[src/logic/mri_pkg.sv]
package mri_pkg;

  // ------------------------------------------------------------
  // widths
  // ------------------------------------------------------------
  localparam int PC_W   = 13;
  localparam int FA_W   = 7;
  localparam int DATA_W = 8;
  localparam int OP_W   = 14;

  // ------------------------------------------------------------
  // opcode encodings (14-bit instruction word)
  // ------------------------------------------------------------
  localparam logic [13:0] OP_NO_OPERATION   = 14'h0000;
  localparam logic [13:0] OP_RETURN         = 14'h0008;
  localparam logic [13:0] OP_RETURN_IRQ     = 14'h0009;
  localparam logic [6:0]  OP_STORE_ACC_HI   = 7'h01;
  localparam logic [3:0]  OP_LOAD_LIT_HI    = 4'hC;
  localparam logic [3:0]  OP_RET_LIT_HI     = 4'hD;

  // ------------------------------------------------------------
  // field positions and reset values
  // ------------------------------------------------------------
  localparam int          GLOBAL_IRQ_EN_BIT = 7;
  localparam logic [7:0]  ACC_RESET         = 8'h00;
  localparam logic [7:0]  IRQ_CTRL_RESET    = 8'h00;
  localparam logic [12:0] PC_RESET          = 13'h0000;

  // ------------------------------------------------------------
  // sequencer states
  // ------------------------------------------------------------
  typedef enum logic [1:0] {
    MRI_ST_EXEC  = 2'b01,
    MRI_ST_FLUSH = 2'b10
  } mri_state_e;

endpackage

[src/logic/mri_exec.sv]
// Functional notes
// - store_acc_to_file writes accumulator to file address 0..127, one cycle, flags kept.
// - load_literal_to_acc puts 8-bit immediate into accumulator, one cycle, flags kept.
// - return_from_irq pops stack, stack_top_entry into PC, two cycles, flags kept.
// - return_from_irq also sets global_irq_enable, bit 7 of irq_control_reg.
// - return_with_literal loads immediate into accumulator and pops PC, two cycles.
// - subroutine return pops stack into PC, two cycles, flags kept.
`timescale 1ns/1ps
`default_nettype none

module mri_exec (
  input  wire logic                        sys_clk,          // instruction clock
  input  wire logic                        reset,            // sync, active high
  input  wire logic [mri_pkg::OP_W-1:0]    instr_word,       // fetched instruction
  input  wire logic                        instr_valid,      // instr_word holds a fetch
  input  wire logic [mri_pkg::PC_W-1:0]    stack_top_entry,  // value on top of stack
  input  wire logic [mri_pkg::DATA_W-1:0]  irq_ctrl_wr_data, // other writers of irq ctrl
  input  wire logic                        irq_ctrl_wr,      // strobe for irq_ctrl_wr_data
  output logic      [mri_pkg::PC_W-1:0]    pc_r,             // program counter
  output logic      [mri_pkg::DATA_W-1:0]  accumulator_reg,  // working accumulator
  output logic      [mri_pkg::DATA_W-1:0]  irq_control_reg,  // interrupt control
  output logic                             stack_pop_r,      // one-cycle pop pulse
  output logic      [mri_pkg::FA_W-1:0]    file_addr_r,      // file write address
  output logic      [mri_pkg::DATA_W-1:0]  file_wdata_r,     // file write data
  output logic                             file_we_r,        // one-cycle file write
  output logic                             busy_r            // second cycle of a return
);
  import mri_pkg::*;

  // ------------------------------------------------------------
  // instruction classes
  // ------------------------------------------------------------
  // one bit per class; words outside the group fall into the
  // no-operation class so the core never stalls on them
  typedef enum logic [5:0] {
    MRI_K_NOP     = 6'h01,
    MRI_K_STORE   = 6'h02,
    MRI_K_LOAD    = 6'h04,
    MRI_K_RET_LIT = 6'h08,
    MRI_K_RET_IRQ = 6'h10,
    MRI_K_RETURN  = 6'h20
  } mri_kind_e;

  // ------------------------------------------------------------
  // state
  // ------------------------------------------------------------
  typedef struct packed {
    mri_state_e           st;
    logic                 busy;
    logic [PC_W-1:0]      pc;
    logic [DATA_W-1:0]    acc;
    logic [DATA_W-1:0]    irq;
    logic                 pop;
    logic [FA_W-1:0]      fa;
    logic [DATA_W-1:0]    fd;
    logic                 we;
  } mri_state_s;

  mri_state_s s_r;
  mri_state_s s_nxt;

  // ------------------------------------------------------------
  // helpers
  // ------------------------------------------------------------
  function automatic logic [PC_W-1:0] mri_inc(input logic [PC_W-1:0] p);
    mri_inc = PC_W'(p + 13'h0001);
  endfunction

  function automatic logic [DATA_W-1:0] mri_literal(input logic [OP_W-1:0] w);
    mri_literal = w[7:0];
  endfunction

  function automatic logic [FA_W-1:0] mri_file_addr(input logic [OP_W-1:0] w);
    mri_file_addr = w[6:0];
  endfunction

  function automatic mri_kind_e mri_decode(input logic [OP_W-1:0] w);
    mri_kind_e k;
    k = MRI_K_NOP;
    if (w[13:7] == OP_STORE_ACC_HI) begin
      k = MRI_K_STORE;
    end else if (w[13:10] == OP_LOAD_LIT_HI) begin
      k = MRI_K_LOAD;
    end else if (w[13:10] == OP_RET_LIT_HI) begin
      k = MRI_K_RET_LIT;
    end else if (w == OP_RETURN_IRQ) begin
      k = MRI_K_RET_IRQ;
    end else if (w == OP_RETURN) begin
      k = MRI_K_RETURN;
    end else begin
      k = MRI_K_NOP;
    end
    mri_decode = k;
  endfunction

  function automatic logic mri_is_return(input mri_kind_e k);
    mri_is_return = (k == MRI_K_RET_LIT) ||
                    (k == MRI_K_RET_IRQ) ||
                    (k == MRI_K_RETURN);
  endfunction

  // ------------------------------------------------------------
  // issue
  // ------------------------------------------------------------
  // a word offered during the flush slot is the stale prefetch
  // behind a return, so it is never taken
  logic      take;
  mri_kind_e kind;

  assign take = instr_valid && (s_r.st == MRI_ST_EXEC);
  assign kind = mri_decode(instr_word);

  // ------------------------------------------------------------
  // decode and execute
  // ------------------------------------------------------------
  always_comb begin
    s_nxt      = s_r;
    s_nxt.pop  = 1'b0;
    s_nxt.we   = 1'b0;
    s_nxt.busy = 1'b0;
    // a plain write from elsewhere lands first, so a return_from_irq in the
    // same cycle still leaves the enable bit set
    if (irq_ctrl_wr) begin
      s_nxt.irq = irq_ctrl_wr_data;
    end
    case (s_r.st)
      MRI_ST_EXEC: begin
        if (take) begin
          case (kind)
            MRI_K_STORE: begin
              s_nxt.pc = mri_inc(s_r.pc);
              s_nxt.fa = mri_file_addr(instr_word);
              s_nxt.fd = s_r.acc;
              s_nxt.we = 1'b1;
            end
            MRI_K_LOAD: begin
              s_nxt.pc  = mri_inc(s_r.pc);
              s_nxt.acc = mri_literal(instr_word);
            end
            MRI_K_RET_LIT: begin
              s_nxt.acc = mri_literal(instr_word);
              s_nxt.pc  = stack_top_entry;
            end
            MRI_K_RET_IRQ: begin
              s_nxt.pc                     = stack_top_entry;
              s_nxt.irq[GLOBAL_IRQ_EN_BIT] = 1'b1;
            end
            MRI_K_RETURN: begin
              s_nxt.pc = stack_top_entry;
            end
            MRI_K_NOP: begin
              s_nxt.pc = mri_inc(s_r.pc);
            end
            default: begin
              s_nxt.pc = mri_inc(s_r.pc);
            end
          endcase
          // every return pops once and spends one more cycle
          if (mri_is_return(kind)) begin
            s_nxt.pop  = 1'b1;
            s_nxt.busy = 1'b1;
            s_nxt.st   = MRI_ST_FLUSH;
          end
        end
      end
      MRI_ST_FLUSH: begin
        // second cycle of a return: only an irq_ctrl_wr write can change state
        s_nxt.st = MRI_ST_EXEC;
      end
      default: begin
        s_nxt.st = MRI_ST_EXEC;
      end
    endcase
  end

  // ------------------------------------------------------------
  // registers
  // ------------------------------------------------------------
  always_ff @(posedge sys_clk) begin
    if (reset) begin
      s_r <= '{st: MRI_ST_EXEC, busy: 1'b0, pc: PC_RESET, acc: ACC_RESET,
               irq: IRQ_CTRL_RESET, pop: 1'b0, fa: 7'h00, fd: 8'h00, we: 1'b0};
    end else begin
      s_r <= s_nxt;
    end
  end

  // ------------------------------------------------------------
  // outputs
  // ------------------------------------------------------------
  // every output is a bare register field, no logic after the flops
  assign pc_r            = s_r.pc;
  assign accumulator_reg = s_r.acc;
  assign irq_control_reg = s_r.irq;
  assign stack_pop_r     = s_r.pop;
  assign file_addr_r     = s_r.fa;
  assign file_wdata_r    = s_r.fd;
  assign file_we_r       = s_r.we;
  assign busy_r          = s_r.busy;

endmodule

`default_nettype wire

[config.mk]
export PLATFORM = sky130hd
export DESIGN_NAME = mri_exec
export DESIGN_NICKNAME = d
export VERILOG_FILES = /design/src/logic/mri_pkg.sv /design/src/logic/mri_exec.sv
export SDC_FILE = /design/constraint.sdc
export NUM_CORES = 1
export LEC_CHECK = 0
export BUFFER_PORTS_ARGS = -buffer_cell sky130_fd_sc_hd__clkbuf_2
export CAP_MARGIN = 0
export CORE_ASPECT_RATIO = 1.4
export CORE_MARGIN = 5
export CORE_UTILIZATION = 50
export CTS_BUF_LIST = sky130_fd_sc_hd__clkbuf_4 sky130_fd_sc_hd__clkbuf_8
export DETAILED_ROUTE_END_ITERATION = 8
export HOLD_SLACK_MARGIN = 0.05
export PLACE_DENSITY = 0.84
export RECOVER_POWER = 100
export SLEW_MARGIN = 20
export SYNTH_ARGS = -nofsm -noshare
export SYNTH_HDL_FRONTEND = slang
export SYNTH_SLANG_ARGS = --single-unit
[constraint.sdc]
create_clock -name sys_clk -period 2.4 [get_ports sys_clk]
set_input_delay 0.12 -clock sys_clk [delete_from_list [all_inputs] [get_ports sys_clk]]
set_output_delay 0.12 -clock sys_clk [all_outputs]
set_load 0.005 [all_outputs]
==> results of run 1 <==
==> cells by family after synthesis <==
group                    share of synthesized area (%)
AO/OA/AOI/OAI                                     7.33
adder cells (fa/ha/maj)                          0.516
buffers and inverters                             17.4
flip-flops                                        39.6
multiplexers                                      15.3
AND/OR/NAND/NOR                                   19.9
==> layout make-up <==
cell class | instances | area, um^2
sequential | 48 | 961
tap | 64 | 80.1
multi-input combinational | 161 | 1040
inverter | 9 | 33.8
timing repair buffer | 88 | 405
clock buffer | 6 | 76.3
clock inverter | 2 | 35.0
fill | 478 | 2140
==> how the worst max path moves through the flow <==
stage	from	end	slack, ns	cells past startpoint
2_1_floorplan	pc_r[0]	pc_r[12]	0.82	6
3_3_place_gp	pc_r[0]	pc_r[12]	0.62	6
3_5_place_dp	pc_r[0]	pc_r[12]	0.57	6
4_1_cts	pc_r[0]	pc_r[12]	0.55	6
5_1_grt	reset	pc_r[10]	0.43	3
6_report	pc_r[0]	pc_r[12]	0.57	6
==> cell usage in the layout (no fill, tap or decap), drive strengths merged, types with 3 or more instances in the layout <==
cell type  count
o32ai          6
nor3           5
mux2i         37
nand4          4
clkbuf        92
and3           5
or3            3
dfxtp         48
nand3         11
nor2          39
o21ai          5
inv            9
a31oi          6
nand2         15
a21oi          7
==> critical path, stage by stage (launching register included) <==
cell and delay, ns:
dfxtp_1 0.41, ha_1 0.22, and3_1 0.24, and4_1 0.29
nand4_1 0.17, or3_1 0.37, nand3_1 0.08
==> through the flow <==
| stage | utilization [%] | total power, W | cell area [um^2] | hold slack (ns) |
|---|---|---|---|---|
| floorplan | - | 0.000942 | 2420 | 0.264 |
| CTS | 56.1 | 0.00156 | 2680 | 0.0566 |
| detailed placement | 53.8 | 0.000990 | 2560 | 0.364 |
| finish | 55.1 | 0.00154 | 2630 | 0.0629 |
| global route | 55.1 | 0.00162 | 2630 | 0.0537 |
| global placement | 53.8 | 0.000987 | 2560 | 0.357 |
==> layer usage <==
layer	vias up	track usage [%]
li1	978	-
met1	886	18.5
met2	63	29.1
met3	6	3.16
met4	0	5.85
met5	-	0
==> power groups by stage <==
stage          Sequential (W)  Combinational, W  Clock (W)
2_1_floorplan        0.000845         0.0000971          0
3_3_place_gp         0.000849          0.000139          0
3_5_place_dp         0.000850          0.000140          0
4_1_cts              0.000831          0.000141   0.000588
5_1_grt              0.000834          0.000150   0.000630
6_report             0.000831          0.000135   0.000571
==> synth_stat cells <==
cell	number
a21oi_1	7
a22oi_1	1
a31oi_1	6
a32oi_1	1
and2_1	2
and3_1	5
and3b_1	1
and4_1	1
buf_2	1
buf_4	47
clkbuf_1	8
dfxtp_1	48
ha_1	1
inv_1	9
mux2i_1	37
nand2_1	15
nand3_1	11
nand3b_1	1
nand4_1	3
nand4_2	1
nand4b_1	2
nor2_1	39
nor2b_1	2
nor3_1	4
nor3_4	1
nor4_1	1
nor4_2	1
o21a_1	1
o21ai_0	4
o21ai_2	1
o32ai_1	6
or2_2	2
or3_1	3
or4_1	1
==> flow_summary.json, run 1 <==
{
  "outcome": "complete, but fails checks",
  "violations": "capacitance limit, slew limit",
  "mappedNetlistNets": 314,
  "post_cts_buffers": 0,
  "cts-buffers-inserted": 5,
  "final_cells": 378,
  "final_hold_viol_count": 0,
  "cts_buffer_depth": 2,
  "clkPwrFrac_pct": 37.2,
  "wl_met2_um": 2580,
  "swShare_pct": 22.2,
  "grt_setup_unrepaired": "no",
  "num_rows": 30,
  "cp.required_ns": 2.64,
  "rr_worst_depth": 6,
  "fmax_mhz": 547,
  "hpwl_um": 3820,
  "drt_first_pass_iters": 4,
  "p_int_w": 0.00120,
  "drc": 0,
  "wl_um": 5020,
  "maxCapViolCount": 1,
  "hold_start": "stack_top_entry[1]",
  "viasPerCell": 5.11,
  "dieHeight_um": 92.4,
  "cp-end-kind": "flip-flop",
  "min_to": "pc_r[1]",
  "grt_max_degree": 40,
  "critPathKind": "reg2reg",
  "diodes": 0,
  "die_w_um": 68.9,
  "rrSetupSlack_ns": 0.57,
  "dpl.cell_count": 370,
  "p_switching_w": 0.000341,
  "period_share_pct": 76.1,
  "fin_nets": 353,
  "core_um2": 4770,
  "hold_depth": 3,
  "clock_latency_ns": 0.29,
  "grt_pass1_vias": 1844,
  "fin_tns_setup_ns": 0,
  "p_leak_nw": 1.23,
  "finalClockSkew_ns": 0.00337,
  "dp_slack_ns": 0.565,
  "tightest_slew_ns": 1.70,
  "io_pins": 86,
  "grt_first_pass_wirelength_um": 8090,
  "period_minus_slack_ns": 1.83,
  "min_path_type": "in2reg",
  "syn_inst": 274,
  "avgSynthCellArea_um2": 8.85,
  "combPwrFrac_pct": 8.8,
  "seq_power_share_pct": 54.1,
  "setup_slack_ns": 0.573,
  "cp_data_arrival_time_ns": 2.06,
  "timing.rr.start": "pc_r[0]",
  "yosysSeqAreaShare_pct": 39.6,
  "die_area_um2": 6360,
  "startpoint_type": "flip-flop",
  "reg2reg_to": "pc_r[12]",
  "htree_levels": 2,
  "clockRootBuffer": "clkbuf_8",
  "grt_remaining_overflow": 0,
  "netlist.area_leader.share_pct": 39.6,
  "synth_area_leaders": "dfxtp_1 40%, mux2i_1 15%, buf_4 15%",
  "area_growth_pct": 8.36,
  "peakVddDrop_v": 0.000306,
  "drive_above_1_share_pct": 22.6,
  "hold_buffers": 0,
  "max_slew_margin_pct": -13.6,
  "setup_viol_count_final": 0,
  "post_cts_resize_count": 0,
  "syn_area_um2": 2420,
  "globalplace.congestion": 0.812,
  "antenna_found_initial": 0,
  "crit_path_max_fanout": 5,
  "postRouteAntennaNets": 0,
  "dr_wl_met3_um": 367,
  "port_buffers": 85,
  "drt-initial-drc-count": 145,
  "highest_layer": "met4",
  "ys_ff_latch": 48,
  "synthDistinctLibCells": 34,
  "yosysTopAreaCell": "dfxtp_1",
  "largest_register_ffs": 13,
  "wl_per_cell_um": 13.3,
  "clk_pin_slew_ns": 0.08,
  "clock_sinks": 48,
  "start_util_pct": 50.9,
  "grtUsageTotal_pct": 16.3,
  "p_per_area_nw_per_um2": 585,
  "yosysWarnings": 0,
  "maxSlewViolCount": 40,
  "cts_tree": "done",
  "wl_met1_um": 2030,
  "vias": 1933
}
Note: power is estimated with default switching activity, not from simulation.
==> run 2, diff against run 1 <==
==> constraint.sdc (replaced) <==
create_clock -name sys_clk -period 1.7 [get_ports sys_clk]
set_input_delay 0.085 -clock sys_clk [delete_from_list [all_inputs] [get_ports sys_clk]]
set_output_delay 0.085 -clock sys_clk [all_outputs]
set_load 0.005 [all_outputs]
==> run 2 against run 1 <==
The run now ends clean. First-iteration DRC count shrank 32%. Via count grew 2.2%. Sequential share of layout area shrank 2.0 points. Die area is the same. Critical endpoint unchanged. Largest cell class unchanged.
==> flow_summary.json, run 2 (synthesized netlist as in run 1, its figures left out) <==
{
  "final_core_util_pct": 58.3,
  "diodes": 0,
  "fin_nets": 370,
  "dieHeight_um": 92.4,
  "startpoint_type": "flip-flop",
  "die_w_um": 68.9,
  "hold_ws_ns": 0.0572,
  "io_pins": 86,
  "clkPwrFrac_pct": 38.1,
  "p_int_w": 0.00174,
  "drive_above_1_share_pct": 22.1,
  "die_area_um2": 6360,
  "p_per_area_nw_per_um2": 808,
  "htree_levels": 2,
  "finalClockSkew_ns": 0.00624,
  "cp_data_arrival_time_ns": 1.83,
  "hpwl_um": 4020,
  "core_um2": 4770,
  "grt_pass1_vias": 1897,
  "seq_power_share_pct": 52.2,
  "cts_tree": "done",
  "postRouteAntennaNets": 0,
  "crit_path_max_fanout": 5,
  "grt_remaining_overflow": 0,
  "port_buffers": 85,
  "cp.required_ns": 1.95,
  "combPwrFrac_pct": 9.7,
  "period_minus_slack_ns": 1.59,
  "finalPower_w": 0.00225,
  "wl_per_cell_um": 13.4,
  "final_cell_mix": "55 x clkbuf_2, 47 x dfxtp_1, 39 x nor2_1",
  "drc": 0,
  "start_util_pct": 50.9,
  "area_growth_pct": 14.7,
  "grtUsageTotal_pct": 17.2,
  "tightest_slew_ns": 0.500,
  "final_common_cell": "clkbuf_2",
  "swShare_pct": 22.7,
  "p_switching_w": 0.000509,
  "cts_buffer_depth": 2,
  "grt_setup_unrepaired": "no",
  "maxSlewViolCount": 0,
  "cts-buffers-inserted": 5,
  "globalplace.congestion": 0.837,
  "wl_um": 5310,
  "fmax_mhz": 631,
  "critPathKind": "reg2reg",
  "vias": 1976,
  "drt-initial-drc-count": 98,
  "post_cts_buffers": 0,
  "period_share_pct": 93.3,
  "setup_viol_count_final": 0,
  "clk_pin_slew_ns": 0.09,
  "drt_first_pass_iters": 4,
  "clockRootBuffer": "clkbuf_8",
  "maxCapViolCount": 0,
  "clock_sinks": 48,
  "fin_tns_setup_ns": 0,
  "grt_first_pass_wirelength_um": 8530,
  "min_path_type": "in2reg",
  "max_slew_margin_pct": 66.7,
  "antenna_found_initial": 0,
  "p_leak_nw": 1.28,
  "peakVddDrop_v": 0.000484,
  "viasPerCell": 5.00,
  "outcome": "finished, final reports clean",
  "clock_latency_ns": 0.30,
  "grt_max_degree": 40,
  "final_hold_viol_count": 0,
  "num_rows": 30,
  "cp-end-kind": "flip-flop",
  "largest_register_ffs": 13
}
[run 2: cell count changes in the layout (fill, tap and decap cells not counted), sizes merged]
| cell | delta |
|---|---|
| buf | +1 |
| clkbuf | +5 |
| dlygate4sd3 | +11 |
[run 2: metal layers]
| metal | wire (um) | global-route usage (%) | up-vias |
|---|---|---|---|
| met5 | 0 | 0 | - |
| met4 | 55 | 6.34 | 0 |
| met3 | 412 | 3.52 | 5 |
| met2 | 2780 | 30.0 | 68 |
| met1 | 2060 | 20.0 | 896 |
| li1 | - | - | 1007 |
[run 2: path summary, 6_finish.rpt]
kind                            from            endpoint  slack (ns)  depth (start not counted)
hold reg to reg   irq_control_reg[2]  irq_control_reg[2]        0.50                          2
setup reg to reg             pc_r[1]            pc_r[12]        0.11                          6
setup / recovery             pc_r[1]            pc_r[12]        0.11                          6
hold / removal                 reset             pc_r[3]        0.06                          2
[run 2: power by group through the flow]
stage / logic (W) / clock network, W / registers [W]
after floorplan: 0.000137 / 0 / 0.00119
after global placement: 0.000205 / 0 / 0.00120
after detailed placement: 0.000208 / 0 / 0.00120
after CTS: 0.000228 / 0.000884 / 0.00117
after global routing: 0.000245 / 0.000930 / 0.00118
final: 0.000219 / 0.000856 / 0.00117
[run 2: final cells by class]
cell class / instances / area, um^2
fill: 462 / 1990
multi-input combinational: 161 / 1040
sequential: 48 / 962
timing repair buffer: 105 / 539
clock buffer: 6 / 82.6
tap: 64 / 80.1
clock inverter: 2 / 38.8
inverter: 9 / 33.8
[run 2: per-stage QoR]
stage	cells	setup WS (ns)	cell area, um^2
after global placement	376	0.123	2610
after global routing	395	0.0186	2780
final	395	0.115	2780
after detailed placement	376	0.0555	2610
after CTS	395	0.0473	2840
after floorplan	274	0.124	2420
[run 2: timing repair]
item	4_1_cts	5_1_grt
hold buffers	11	0
endpoints found under the setup margin	0	1
endpoints found under the hold margin	11	0
gates resized for setup	0	3
[run 2: worst max-delay path, stage by stage, from the launching register on]
cell and delay, ns:
dfxtp_2 0.36, ha_1 0.18, and3_1 0.19, and4_4 0.25, nand4_1 0.12, or3_1 0.36
nand3_1 0.08
